<file path="src/pkg/ccd_defines.svh">
// constants of the configuration command decoder: opcodes, offsets, fields, counts
`ifndef CCD_DEFINES_SVH
`define CCD_DEFINES_SVH

// opcodes
`define CCD_OP_FEAT_READ   8'hFB
`define CCD_OP_CFG_READ    8'h73
`define CCD_OP_USER_READ   8'hCA
`define CCD_OP_SET_DONE    8'h5E
`define CCD_OP_FUSE_LOCK   8'hF9
`define CCD_OP_FUSE_READ   8'hFA
`define CCD_OP_LEAVE_CFG   8'h26
`define CCD_OP_ERASE       8'h0E
`define CCD_OP_NOOP        8'hFF
`define CCD_OP_RECONFIG    8'h79
`define CCD_OP_READ_PROT   8'hCE
`define CCD_OP_FULL_PROT   8'hCF
`define CCD_OP_UNIQUE_RD   8'h19
`define CCD_OP_SRAM_LOAD   8'h7A
`define CCD_OP_KEY_STORE   8'hF1
`define CCD_OP_KEY_FETCH   8'hF2
`define CCD_OP_KEY_PRESENT 8'hBC

// operand lengths in bytes
`define CCD_OPND_LONG      4'h3
`define CCD_OPND_SHORT     4'h2
// page count field width, page geometry and index of the last key byte
`define CCD_CNT_BITS       14
`define CCD_PAGE_BYTES     16
`define CCD_PAGES          4
`define CCD_KEY_LAST       18'h0_0007

// register byte addresses
`define CCD_REG_FEAT       8'h00
`define CCD_REG_MODE       8'h04
`define CCD_REG_STATUS     8'h08
`define CCD_REG_MEMWR      8'h0C
`define CCD_REG_KEY_LO     8'h10
`define CCD_REG_KEY_HI     8'h14

// field positions
`define CCD_FEAT_KEYEN     0
`define CCD_MODE_OFFLINE   0
`define CCD_MODE_TRANSP    1
`define CCD_FUSE_SRAM      0
`define CCD_FUSE_FEAT      1

// reset values
`define CCD_FEAT_RST       16'h0000
`define CCD_KEY_RST        64'h0000_0000_0000_0000
// per-die number, value arbitrary
`define CCD_UID_VALUE      64'h0123_4567_89AB_CDEF

`endif

</file>
<file path="src/pkg/ccd_pkg.sv">
// types of the configuration command decoder
package ccd_pkg;

	// state of the decoder apart from the page store, registered in one place
	typedef struct packed {
		logic        clkS1;      // link clock synchroniser
		logic        clkS2;
		logic        clkPrev;    // for edge detection
		logic        selS1;      // frame select synchroniser, active low
		logic        selS2;
		logic        mosiS1;     // serial data in synchroniser
		logic        mosiS2;
		logic [2:0]  bitCnt;     // bit within byte
		logic [7:0]  rxShift;    // incoming byte
		logic [7:0]  txShift;    // outgoing byte
		logic        miso;       // serial data out
		logic [3:0]  byteCnt;    // byte within frame, saturating
		logic [17:0] dataCnt;    // data bytes seen after operands
		logic [7:0]  opcode;
		logic [23:0] opnd;
		logic [63:0] keyAcc;     // incoming key bytes
		logic [15:0] featBits;   // 16 feature bits
		logic        offline;
		logic        transparent;
		logic        done;
		logic        readProt;
		logic        fullProt;
		logic        unlocked;
		logic [7:0]  fuse;
		logic [63:0] key;
		logic [31:0] rdata;
		logic        reconfig;
		logic        wake;
		logic [7:0]  sramByte;
		logic        sramValid;
	} ccd_state_s;

endpackage : ccd_pkg

</file>
<file path="src/design/ccd_top.sv">
// configuration command decoder: serial command link, register port, state
`timescale 1ns/1ns
`default_nettype none
`include "ccd_defines.svh"

// Functional notes
// - config page read returns count, low 14 bits
// - user page read, same count handling
// - set-done command sets nonvolatile done bit; here reset clears it
// - fuse lock needs both matching bits
// - fuse read returns same layout byte
// - leave-config exits offline and transparent modes
// - leaving offline mode starts reconfiguration
// - no-operation only wakes the device
// - reconfigure command forces full reconfiguration
// - readout protect sets security bit
// - full protect sets enhanced security bit
// - unique number read returns eight bytes
// - sram load streams bitstream bytes out
// - key store keeps eight written bytes
// - key fetch returns stored key bytes
// - matching presented key unlocks when enabled
// - unlock lasts until leave or reconfigure
// - multi-page read repeats first page
module ccd_top (
	input  wire logic        clk_sys,
	input  wire logic        rst_b,
	input  wire logic        ce,
	input  wire logic        linkClk,
	input  wire logic        linkSel_b,
	input  wire logic        linkMosi,
	output logic             linkMiso,
	input  wire logic [7:0]  regAddr,
	input  wire logic [31:0] regWdata,
	input  wire logic        regWr,
	input  wire logic        regRd,
	output logic      [31:0] regRdata,
	output logic             doneBit,
	output logic             unlocked,
	output logic             reconfigStart,
	output logic             wakeUp,
	output logic      [7:0]  sramByte,
	output logic             sramValid
);

	ccd_pkg::ccd_state_s s_q;   // registered state
	ccd_pkg::ccd_state_s s_d;   // next state

	// page store: two sectors of four pages, filled by software
	logic [7:0] pageMem [0:2*`CCD_PAGES*`CCD_PAGE_BYTES-1];

	logic        rise;       // sampled link clock rising edge
	logic        fall;       // sampled link clock falling edge
	logic        byteDone;   // eighth bit of a byte taken
	logic [7:0]  rxByte;     // byte just completed
	logic [3:0]  opLen;      // operand bytes of current opcode
	logic        lastOp;     // completed byte is last operand
	logic        dataByte;   // completed byte is write data
	logic [23:0] opndNew;    // operands including this byte
	logic [23:0] opndUse;
	logic        permit;     // programming allowed by key state
	logic        known;      // opcode is one this block handles
	logic        execDone;
	logic        execRdProt;
	logic        execFullProt;
	logic        execLeave;
	logic        execRefresh;
	logic        execBypass;
	logic        fuseExec;
	logic        keyMatch;
	logic [17:0] nextIdx;    // index of next data byte to send

	// one byte of read data for a given opcode and data index
	function automatic logic [7:0] readByte(input logic [7:0] op, input logic [17:0] idx,
						input logic [23:0] opnd, input logic [15:0] feat,
						input logic [7:0] fuse, input logic [63:0] key,
						input logic [7:0] pageData);
		logic [7:0] r;
		r = 8'h00;
		case (op)
			`CCD_OP_FEAT_READ:  r = (idx == 18'h0_0000) ? feat[15:8] : feat[7:0];
			`CCD_OP_FUSE_READ:  r = fuse;
			// msb byte first; only the low byte of the shifted word is kept
			`CCD_OP_UNIQUE_RD:  r = 8'(`CCD_UID_VALUE >> (8 * (7 - idx[2:0])));
			// key goes out in the same byte order as it was stored
			`CCD_OP_KEY_FETCH:  r = 8'(key >> (8 * (7 - idx[2:0])));
			`CCD_OP_CFG_READ,
			`CCD_OP_USER_READ: begin
				// beyond the requested count the line idles at zero
				if (idx[17:4] < opnd[`CCD_CNT_BITS-1:0]) begin
					r = pageData;
				end
			end
			default:            r = 8'h00;
		endcase
		return r;
	endfunction : readByte

	// page and byte addressed by the next outgoing index
	// the byte to send is fetched half a link clock ahead of its first bit,
	// the store read itself is combinational and lands in txShift in that same sys clock
	// limitation: no address pointer, every read begins at page 0
	logic [13:0] pageSeq;
	logic [1:0]  pageNo;
	logic        userSector;
	always_comb begin
		pageSeq    = nextIdx[17:4];
		// first page goes out twice, then the pointer walks on
		pageNo     = (pageSeq == 14'h0000) ? 2'h0 : 2'(pageSeq - 14'h0001);
		userSector = (s_q.opcode == `CCD_OP_USER_READ) ||
				(s_q.byteCnt == 4'h0 && rxByte == `CCD_OP_USER_READ);
	end

	// link edge and byte decode
	always_comb begin
		rise     = s_q.clkS2 && !s_q.clkPrev && !s_q.selS2;
		fall     = !s_q.clkS2 && s_q.clkPrev && !s_q.selS2;
		byteDone = rise && (s_q.bitCnt == 3'h7);
		rxByte   = {s_q.rxShift[6:0], s_q.mosiS2};
		opLen    = (s_q.opcode == `CCD_OP_LEAVE_CFG || s_q.opcode == `CCD_OP_RECONFIG) ?
				`CCD_OPND_SHORT : `CCD_OPND_LONG;
		lastOp   = byteDone && (s_q.byteCnt == opLen);
		dataByte = byteDone && (s_q.byteCnt > opLen);
		opndNew  = {s_q.opnd[15:0], rxByte};
		opndUse  = lastOp ? opndNew : s_q.opnd;
		nextIdx  = lastOp ? 18'h0_0000 : s_q.dataCnt + 18'h0_0001;
		permit   = !s_q.featBits[`CCD_FEAT_KEYEN] || s_q.unlocked;
		case (s_q.opcode)
			`CCD_OP_FEAT_READ, `CCD_OP_CFG_READ, `CCD_OP_USER_READ, `CCD_OP_SET_DONE,
			`CCD_OP_FUSE_LOCK, `CCD_OP_FUSE_READ, `CCD_OP_LEAVE_CFG, `CCD_OP_ERASE,
			`CCD_OP_NOOP, `CCD_OP_RECONFIG, `CCD_OP_READ_PROT, `CCD_OP_FULL_PROT,
			`CCD_OP_UNIQUE_RD, `CCD_OP_SRAM_LOAD, `CCD_OP_KEY_STORE, `CCD_OP_KEY_FETCH,
			`CCD_OP_KEY_PRESENT: known = 1'b1;
			default:             known = 1'b0;
		endcase
		// commands without write data act on their last operand byte
		execDone     = lastOp && permit && s_q.opcode == `CCD_OP_SET_DONE;
		execRdProt   = lastOp && permit && s_q.opcode == `CCD_OP_READ_PROT;
		execFullProt = lastOp && permit && s_q.opcode == `CCD_OP_FULL_PROT;
		execLeave    = lastOp && s_q.opcode == `CCD_OP_LEAVE_CFG && opndNew[15:0] == 16'h0000;
		execRefresh  = lastOp && s_q.opcode == `CCD_OP_RECONFIG && opndNew[15:0] == 16'h0000;
		execBypass   = lastOp && s_q.opcode == `CCD_OP_NOOP && opndNew == 24'hFF_FFFF;
		fuseExec     = dataByte && permit && s_q.opcode == `CCD_OP_FUSE_LOCK &&
				s_q.dataCnt == 18'h0_0000;
		keyMatch     = dataByte && s_q.opcode == `CCD_OP_KEY_PRESENT &&
				s_q.dataCnt == `CCD_KEY_LAST && s_q.featBits[`CCD_FEAT_KEYEN] &&
				{s_q.keyAcc[55:0], rxByte} == s_q.key;
	end

	// next state
	always_comb begin
		s_d = s_q;
		// two flops on every link input; only the second is looked at
		s_d.clkS1     = linkClk;
		s_d.clkS2     = s_q.clkS1;
		s_d.clkPrev   = s_q.clkS2;
		s_d.selS1     = linkSel_b;
		s_d.selS2     = s_q.selS1;
		s_d.mosiS1    = linkMosi;
		s_d.mosiS2    = s_q.mosiS1;
		// pulses last one cycle
		s_d.reconfig  = 1'b0;
		s_d.wake      = 1'b0;
		s_d.sramValid = 1'b0;
		s_d.rdata     = 32'h0000_0000;

		if (s_q.selS2) begin
			// frame idle: rearm framing so next frame starts at its opcode
			s_d.bitCnt  = 3'h0;
			s_d.byteCnt = 4'h0;
			s_d.dataCnt = 18'h0_0000;
			s_d.miso    = 1'b0;
			s_d.txShift = 8'h00;
		end else if (rise) begin
			s_d.rxShift = rxByte;
			s_d.bitCnt  = s_q.bitCnt + 3'h1;
		end else if (fall) begin
			// present msb ahead of the next rising edge
			s_d.miso    = s_q.txShift[7];
			s_d.txShift = {s_q.txShift[6:0], 1'b0};
		end

		if (byteDone) begin
			if (s_q.byteCnt != 4'hF) begin
				s_d.byteCnt = s_q.byteCnt + 4'h1;
			end
			if (s_q.byteCnt == 4'h0) begin
				s_d.opcode = rxByte;
				s_d.opnd   = 24'h00_0000;
			end else if (s_q.byteCnt <= opLen) begin
				s_d.opnd = opndNew;
			end
			if (dataByte && s_q.dataCnt != 18'h3_FFFF) begin
				s_d.dataCnt = s_q.dataCnt + 18'h0_0001;
			end
			if (lastOp || dataByte) begin
				s_d.txShift = readByte(s_q.opcode, nextIdx, opndUse, s_q.featBits,
						s_q.fuse, s_q.key,
						pageMem[{userSector, pageNo, nextIdx[3:0]}]);
			end
			if (dataByte) begin
				s_d.keyAcc = {s_q.keyAcc[55:0], rxByte};
			end
		end

		// register port writes; link commands below take precedence
		if (regWr) begin
			case (regAddr)
				`CCD_REG_FEAT: s_d.featBits = regWdata[15:0];
				`CCD_REG_MODE: begin
					s_d.offline     = regWdata[`CCD_MODE_OFFLINE];
					s_d.transparent = regWdata[`CCD_MODE_TRANSP];
				end
				default:       s_d = s_d; // page store and unmapped: no state here
			endcase
		end

		if (execDone) begin
			s_d.done = 1'b1;
		end
		if (execRdProt) begin
			s_d.readProt = 1'b1;
		end
		if (execFullProt) begin
			s_d.fullProt = 1'b1;
		end
		if (execBypass) begin
			s_d.wake = 1'b1;
		end
		if (execLeave) begin
			s_d.offline     = 1'b0;
			s_d.transparent = 1'b0;
			s_d.unlocked    = 1'b0;
			// only offline exit reloads; host must have erased sram first
			s_d.reconfig    = s_q.offline;
		end
		if (execRefresh) begin
			// same effect as pulling the reconfig_request_pin
			s_d.reconfig    = 1'b1;
			s_d.offline     = 1'b0;
			s_d.transparent = 1'b0;
			s_d.unlocked    = 1'b0;
		end
		if (fuseExec) begin
			// a space locks only when both of its bits are set
			s_d.fuse[3:0] = s_q.fuse[3:0] | (rxByte[3:0] & rxByte[7:4]);
			s_d.fuse[7:4] = s_q.fuse[7:4] | (rxByte[3:0] & rxByte[7:4]);
		end
		if (dataByte && permit && s_q.opcode == `CCD_OP_KEY_STORE &&
				s_q.dataCnt == `CCD_KEY_LAST && !s_q.fuse[`CCD_FUSE_FEAT]) begin
			s_d.key = {s_q.keyAcc[55:0], rxByte};
		end
		if (keyMatch) begin
			s_d.unlocked = 1'b1;
		end
		if (dataByte && permit && s_q.opcode == `CCD_OP_SRAM_LOAD &&
				!s_q.fuse[`CCD_FUSE_SRAM]) begin
			// length is open: every byte until the frame ends
			s_d.sramByte  = rxByte;
			s_d.sramValid = 1'b1;
		end

		// register port read, answered in the next cycle only
		if (regRd) begin
			case (regAddr)
				`CCD_REG_FEAT:   s_d.rdata = {16'h0000, s_q.featBits};
				`CCD_REG_MODE:   s_d.rdata = {30'h0000_0000, s_q.transparent, s_q.offline};
				`CCD_REG_STATUS: s_d.rdata = {16'h0000, s_q.fuse, 4'h0, s_q.unlocked,
						s_q.fullProt, s_q.readProt, s_q.done};
				`CCD_REG_KEY_LO: s_d.rdata = s_q.key[31:0];
				`CCD_REG_KEY_HI: s_d.rdata = s_q.key[63:32];
				default:         s_d.rdata = 32'h0000_0000;
			endcase
		end
	end

	// state register; clock enable freezes everything
	// reset wins over ce so a frozen block can still be brought up
	always_ff @(posedge clk_sys) begin
		if (!rst_b) begin
			s_q          <= '0;
			s_q.clkS1    <= 1'b0;
			s_q.selS1    <= 1'b1;
			s_q.selS2    <= 1'b1;
			s_q.featBits <= `CCD_FEAT_RST;
			s_q.key      <= `CCD_KEY_RST;
		end else if (ce) begin
			s_q <= s_d;
		end
	end

	// page store writes: address in bits 14:8, byte in 7:0
	always_ff @(posedge clk_sys) begin
		if (ce && regWr && regAddr == `CCD_REG_MEMWR) begin
			pageMem[regWdata[14:8]] <= regWdata[7:0];
		end
	end

	// outputs straight from the state register
	assign linkMiso      = s_q.miso;
	assign regRdata      = s_q.rdata;
	assign doneBit       = s_q.done;
	assign unlocked      = s_q.unlocked;
	assign reconfigStart = s_q.reconfig;
	assign wakeUp        = s_q.wake;
	assign sramByte      = s_q.sramByte;
	assign sramValid     = s_q.sramValid;
endmodule : ccd_top
`default_nettype wire

</file>
<file path="config.mk">
export PLATFORM = sky130hd
export DESIGN_NAME = ccd_top
export DESIGN_NICKNAME = d
export VERILOG_FILES = /design/src/pkg/ccd_pkg.sv /design/src/design/ccd_top.sv
export VERILOG_INCLUDE_DIRS = /design/src /design/src/pkg
export SDC_FILE = /design/constraint.sdc
export NUM_CORES = 2
export LEC_CHECK = 0
export ABC_AREA = 1
export BUFFER_PORTS_ARGS = -buffer_cell sky130_fd_sc_hd__clkbuf_2
export CAP_MARGIN = 25
export CORE_MARGIN = 8
export CORE_UTILIZATION = 60
export CTS_CLUSTER_SIZE = 10
export DETAILED_ROUTE_END_ITERATION = 10
export PLACE_DENSITY_LB_ADDON = 0.05
export SLEW_MARGIN = 20
export SYNTH_ARGS = -nofsm -noshare
export SYNTH_HDL_FRONTEND = slang
export SYNTH_SLANG_ARGS = --single-unit
</file>
<file path="constraint.sdc">
create_clock -name clk_sys -period 6.1 [get_ports clk_sys]
set_clock_uncertainty 0.2 [all_clocks]
set_input_delay 0.305 -clock clk_sys [delete_from_list [all_inputs] [get_ports clk_sys]]
set_output_delay 0.305 -clock clk_sys [all_outputs]
set_load 0.02 [all_outputs]
</file>
Word level (Yosys, flattened, before mapping)
Memories as Yosys holds them, arrays and structs flattened.
Index checks and enable logic that the tools add are counted.
{ "classes": {"add_sub_neg": 5, "n_mul": 0, "div_mod_pow": 0, "magnitude_cmp": 3, "n_eq_ne": 29, "n_shift": 2, "n_mux": 43, "bitwise_logic": 3, "n_reduce_logical": 62} }
{ "ops": {"columns": ["cell", "n"], "rows": [
  ["$pmux W32 S5", 1],
  ["$mux W64", 2],
  ["$mux W121", 1],
  ["$mux W118", 1],
  ["$eq A8 B8 Y1 const B", 11],
  ["$eq A64 B64 Y1", 1],
  ["$shr A64 B32 Y8", 1],
  ["$shr A57 B32 Y8 const A", 1],
  ["$mux W8", 7],
  ["$mux W24", 2],
  ["$pmux W8 S5", 1],
  ["$logic_not A18 Y1", 2],
  ["$mux W18", 2],
  ["$mux W9", 4],
  ["$logic_and A1 B1 Y1", 33],
  ["$eq A8 B7 Y1 const B", 4],
  ["$mux W32", 1],
  ["$eq A24 B24 Y1 const B", 1],
  ["$eq A8 B5 Y1 const B", 3],
  ["$mux W22", 1],
  ["$add A18 B1 Y18 const B", 1],
  ["$eq A18 B3 Y1 const B", 1],
  ["$ne A18 B18 Y1 const B", 1],
  ["$eq A8 B4 Y1 const B", 2],
  ["other kinds (30)", 62]
]} }
{ "word_totals": {"register_bits": 282, "latchBits": 0, "mem_bits_rw": 1024, "mem_bits_ro": 0, "out_inout_bits": 46, "word_cells": 178, "memories": 1} }
{ "memory_table": {"columns": ["memory", "depth", "width", "read_ports", "rd_ports_with_merged_regs", "wr", "line", "text"], "rows": [
  ["pageMem", 128, 8, 1, 0, 1, "ccd_top.sv:50", "logic [7:0] pageMem [0:2*`CCD_PAGES*`CCD_PAGE_BYTES-1];"]
]} }

Longest topological paths before layout
An unclocked memory read counts as a cell.
{ "logic_depth": {"ltp_word": 13, "depth_mapped": 31} }

Worst setup path after synthesis
OpenSTA, ideal clock, no wires.
{ "synth_timing": {"path_kind": "flip-flop to flip-flop", "startpoint": "register s_q[226] (netlist bit)", "endpoint": "register s_q[261] (netlist bit)", "setup_time_ps": 70, "arrival_ps": 4045, "required_ps": 5830, "path_slack_ps": 1785, "path_stages_with_launch": 28, "path_cell_list": "dfxtp_1 > nand2_1 > inv_1 > nand3_1 > nor4_1 > nor2_1 > ha_1 > nand2_1 > nor2_1 > nand2_4 > buf_6 > buf_6 > buf_2 > buf_1 > clkbuf_1 > nand2_1 > o21ai_0 > ha_1 > a21oi_1 > o21ai_0 > nand2_1 > a21oi_1 > or3_1 > a21oi_1 > nand3_1 > nand2_1 > nand2_1 > a21oi_1"} }
{ "synth_between": {"elab_chain_cells": 13, "elab_cells_between_ends": 33} }
{ "synth_lines": {"columns": ["item", "line", "text"], "rows": [
  ["start, declared", "ccd_top.sv:46", "ccd_pkg::ccd_state_s s_q;"],
  ["$eq A8 B6 Y1 or $eq A8 B7 Y1 (tied branches)", null, null],
  ["$logic_or A1 B1 Y1 (no source line)", null, null],
  ["$mux W1 (no source line)", null, null],
  ["$eq A4 B2 Y1", "ccd_top.sv:122", "lastOp = byteDone && (s_q.byteCnt == opLen);"],
  ["$logic_and A1 B1 Y1", "ccd_top.sv:122", null],
  ["$mux W18", "ccd_top.sv:126", "nextIdx = lastOp ? 18'h0_0000 : s_q.dataCnt + 18'h0_0001;"],
  ["$sub A2 B1 Y2 or $logic_not A14 Y1 (tied branches)", "ccd_top.sv:109", "pageNo = (pageSeq == 14'h0000) ? 2'h0 : 2'(pageSeq - 14'h0001);"],
  ["$mux W2", "ccd_top.sv:109", null],
  ["$mem_v2 Z128 W8", null, null],
  ["$mux W8", "ccd_top.sv:90", "if (idx[17:4] < opnd[`CCD_CNT_BITS-1:0]) begin"],
  ["$pmux W8 S5", "ccd_top.sv:80", "case (op)"],
  ["$mux W8 (*)", "ccd_top.sv:196", "if (lastOp || dataByte) begin"],
  ["$mux W8 (*)", "ccd_top.sv:183", "if (byteDone) begin"]
]} }
Mark *: on every way between the ends. The rest lies on a longest branch, timed or not.
A chain may end at the register's enable or synchronous reset.

Worst setup path after layout
{ "layout_timing": {"startpoint": "register s_q[226] (netlist bit)", "endpoint": "register s_q[259] (netlist bit)"} }
The elaborated chain is that of the path after synthesis.

==> key figures <==
Timing
  – F_max: 0.188 GHz
  – Slew Limit Headroom: 17.9%
  – Setup_tns: 0 ps
  – Final Cycle Share: 87.4%
  – Post-route minimum period: 5330 ps
  – Final setup fails: 0
  – RSZ-0062 raised after global routing: no
  – Max Slew Vio Count: 0
  – Worst slew pin tran: 1220 ps
  – Final hold vios: 0

Worst setup path
  – CP Data Required Time: 6560 ps
  – Most common cell on crit path: nand2_1
  – CP peak stage delay: 770 ps
  – Worst-path maximum fanout: 35
  – CP endpoint kind: register
  – Worst-path cell chain: nand2_1, inv_1, nand3_1, nor4_1, nor2_1, ha_1, nand2_1, nor2_1, nand2_4, nand2_4, nand2_1, nor2_2, buf_4, inv_2, nor3_2, nand4_1, o21ai_0, a21oi_1, nand2_1, nand2_1, a21oi_1
  – Arrival time worst endpoint: 5790 ps
  – CP Class: reg2reg
  – CP startpoint kind: register
  – CP top delay family: simple AND/OR/NAND/NOR gates
  – Slowest CP cell: nor2_2
  – CP Buf/Inv Count: 3

Yosys
  – Post-Synthesis Cells: 5718
  – Mapped cell area: 56100 um^2
  – Main synth FF type: edfxtp_1
  – Mean Syn Cell Area: 9.82 um^2
  – Async S/R FF share, synth: 0%
  – Number of synthesis warnings: 0
  – Syn_nets: 5787
  – Seq cells post-synth: 1289
  – Post-synthesis sequential area ratio: 64.2%
  – Library cells used by synthesis: 56
  – EDFF count, synth: 1024

Drt
  – Residual DRC: 0
  – Vias: 41550
  – Antenna viol nets, final: 0
  – Via/cell ratio: 5.95
  – Iter 0 DRT Violations: 4724
  – Drt pass-1 iters: 6
  – Final wirelength: 156000 um
  – Routed WL per cell: 22.4 um

Pwr
  – Max IR drop VDD: 0.290 mV
  – Switching Power: 3.85 mW
  – Leak: 22.5 nW
  – Comb power frac: 3.7%
  – Sw Share: 21.3%
  – Flop pwr share: 52.6%
  – Pwr per Cell Area: 293 nW/um^2
  – Power Internal: 14.2 mW
  – Clock power share: 43.7%

Layout
  – Commonest non-fill, non-tap cells in the layout: 1553 x nand2_1, 1024 x edfxtp_1, 637 x nand3_1
  – Share of layout cells above drive strength 1: 6.73%
  – Final instance area: 61700 um^2
  – Synthesis-to-layout area growth: 9.87%
  – Final nets: 5749
  – Commonest non-fill, non-tap cell in the layout: nand2_1

Job
  – Max_cap viols: 0

Floorplan
  – Die area: 104000 um^2
  – Effective utilization at floorplan: 60.3%
  – Row count: 112
  – Core Area: 93000 um^2
  – I/O pin cnt: 94
  – Die W: 322 um
  – Chip height: 322 um

Clock tree
  – Number of clock sinks: 1289
  – Clock slew seen by the registers of the worst setup and hold paths: 50 ps
  – # H-tree levels: 4
  – CTS tree: built
  – Clock root cell: clkbuf_16
  – Clk Latency, worst-skew pair: 730 ps
  – Clock tree buffer depth: 3
  – Total CTS buffers: 149

Global routing
  – Largest net degree at the start of global routing: 133
  – First-pass GRT wire length: 235000 um
  – Remaining global-route overflow: 0
  – Global Route Usage Sum: 29.6%
  – Number of global-route vias before repair: 38977
  – Initial antenna violation count: 1

Place
  – DPL Wire Length: 92300 um
  – PortBufs: 77
  – Routability cong.: 0.922
  – Area post-placement: 57100 um^2

Min path
  – Class of the worst hold path: in2reg

Outcome
  – Outcome: complete, no violations
-- worst paths after layout --
check / startpoint / endpoint / slack, ps / cells after the start
max: s_q[226]$_SDFFE_PN0P_ / s_q[259]$_SDFFE_PN0P_ / 770 / 21
min: regWdata[2] / pageMem[47][2]$_DFFE_PP_ / 30 / 1
max reg2reg: s_q[226]$_SDFFE_PN0P_ / s_q[259]$_SDFFE_PN0P_ / 770 / 21
min reg2reg: s_q[117]$_SDFFE_PN0P_ / s_q[117]$_SDFFE_PN0P_ / 260 / 2
-- layout make-up --
type	count	area, um^2
clock buffers	191	4040
flip-flops and latches	1289	36100
clock inverters	13	131
inverters	338	1290
diodes	1	2.50
well taps	1254	1570
fillers	7377	31400
repair buffers	190	1560
multi-input cells	3712	17000
-- repair_timing --
item / 4_1_cts / 5_1_grt
resized for setup: 0 / 0
setup buffers: 0 / 0
endpoints found under the hold margin: 291 / 0
hold buffers: 34 / 0
-- state kept, by name, summed over array words and instances, names as in the netlist --
signal,cells
regRdata,32
opndNew,24
wakeUp,1
unlocked,1
s_q,195
sramByte,8
reconfigStart,1
sramValid,1
linkMiso,1
doneBit,1
pageMem,1024
-- stage by stage --
| stage | util, % | instances | total power, mW | hold slack [ps] | setup WS (ps) |
|---|---|---|---|---|---|
| 2_1_floorplan | - | 5718 | 10.0 | 204 | 1790 |
| 3_3_place_gp | 61.4 | 6747 | 10.3 | 242 | 883 |
| 3_5_place_dp | 61.4 | 6747 | 10.3 | 247 | 838 |
| 4_1_cts | 66.2 | 6985 | 18.2 | 11.2 | 814 |
| 5_1_grt | 66.3 | 6987 | 18.6 | 41.1 | 367 |
| 6_report | 66.3 | 6988 | 18.1 | 28.7 | 770 |
-- worst reg2reg max path: stages (launching register included) --
cell	delay [ps]
dfxtp_1	410
nand2_1	130
inv_1	80
nand3_1	60
nor4_1	370
nor2_1	180
ha_1	340
nand2_1	60
nor2_1	190
nand2_4	350
nand2_4	360
nand2_1	240
nor2_2	780
buf_4	280
inv_2	60
nor3_2	100
nand4_1	350
o21ai_0	290
a21oi_1	110
nand2_1	100
nand2_1	60
a21oi_1	150
-- routing by layer --
layer | vias up | part of all wire, % | routed length [um] | global-route usage, %
li1 | 19467 | - | - | -
met2 | 1882 | 47 | 73100 | 47.1
met5 | - | 0 | 0 | 0
met1 | 19824 | 41 | 63400 | 40.4
met4 | 0 | 4.3 | 6750 | 12.5
met3 | 377 | 8.4 | 13100 | 4.68
-- synth_stat cells, types with 10 or more instances --
cell type	n	share of area (%)
edfxtp_1	1024	55
nand3_1	638	5.7
ha_1	21	0.47
nand2_2	12	0.13
nor3_1	18	0.16
dfxtp_1	265	9.5
nand4_1	40	0.45
inv_1	323	2.2
a21oi_1	340	3.0
o22ai_1	68	0.76
nor2_1	483	3.2
clkbuf_1	162	1.1
xor2_1	16	0.25
a31oi_1	33	0.37
o21ai_0	314	2.8
o211ai_1	32	0.43
buf_2	126	1.1
nor4_1	25	0.28
inv_2	10	0.067
buf_1	26	0.17
buf_4	56	0.75
nand2_1	1554	10
a22oi_1	28	0.37
-- power groups by stage --
stage	clock network (mW)	logic (mW)	registers [mW]
2_1_floorplan	0	0.342	9.68
3_3_place_gp	0	0.636	9.69
3_5_place_dp	0	0.646	9.69
4_1_cts	8.00	0.663	9.51
5_1_grt	8.32	0.724	9.50
6_report	7.90	0.674	9.51
-- logic make-up after synthesis --
group | Yosys count | share of synthesized area, %
buf+inv | 717 | 5.59
compound gates | 859 | 8.38
simple gates | 2806 | 20.9
fa+ha+maj | 21 | 0.468
flops | 1289 | 64.2
xor+xnor | 26 | 0.419
Power figures use the tool's default switching activity.
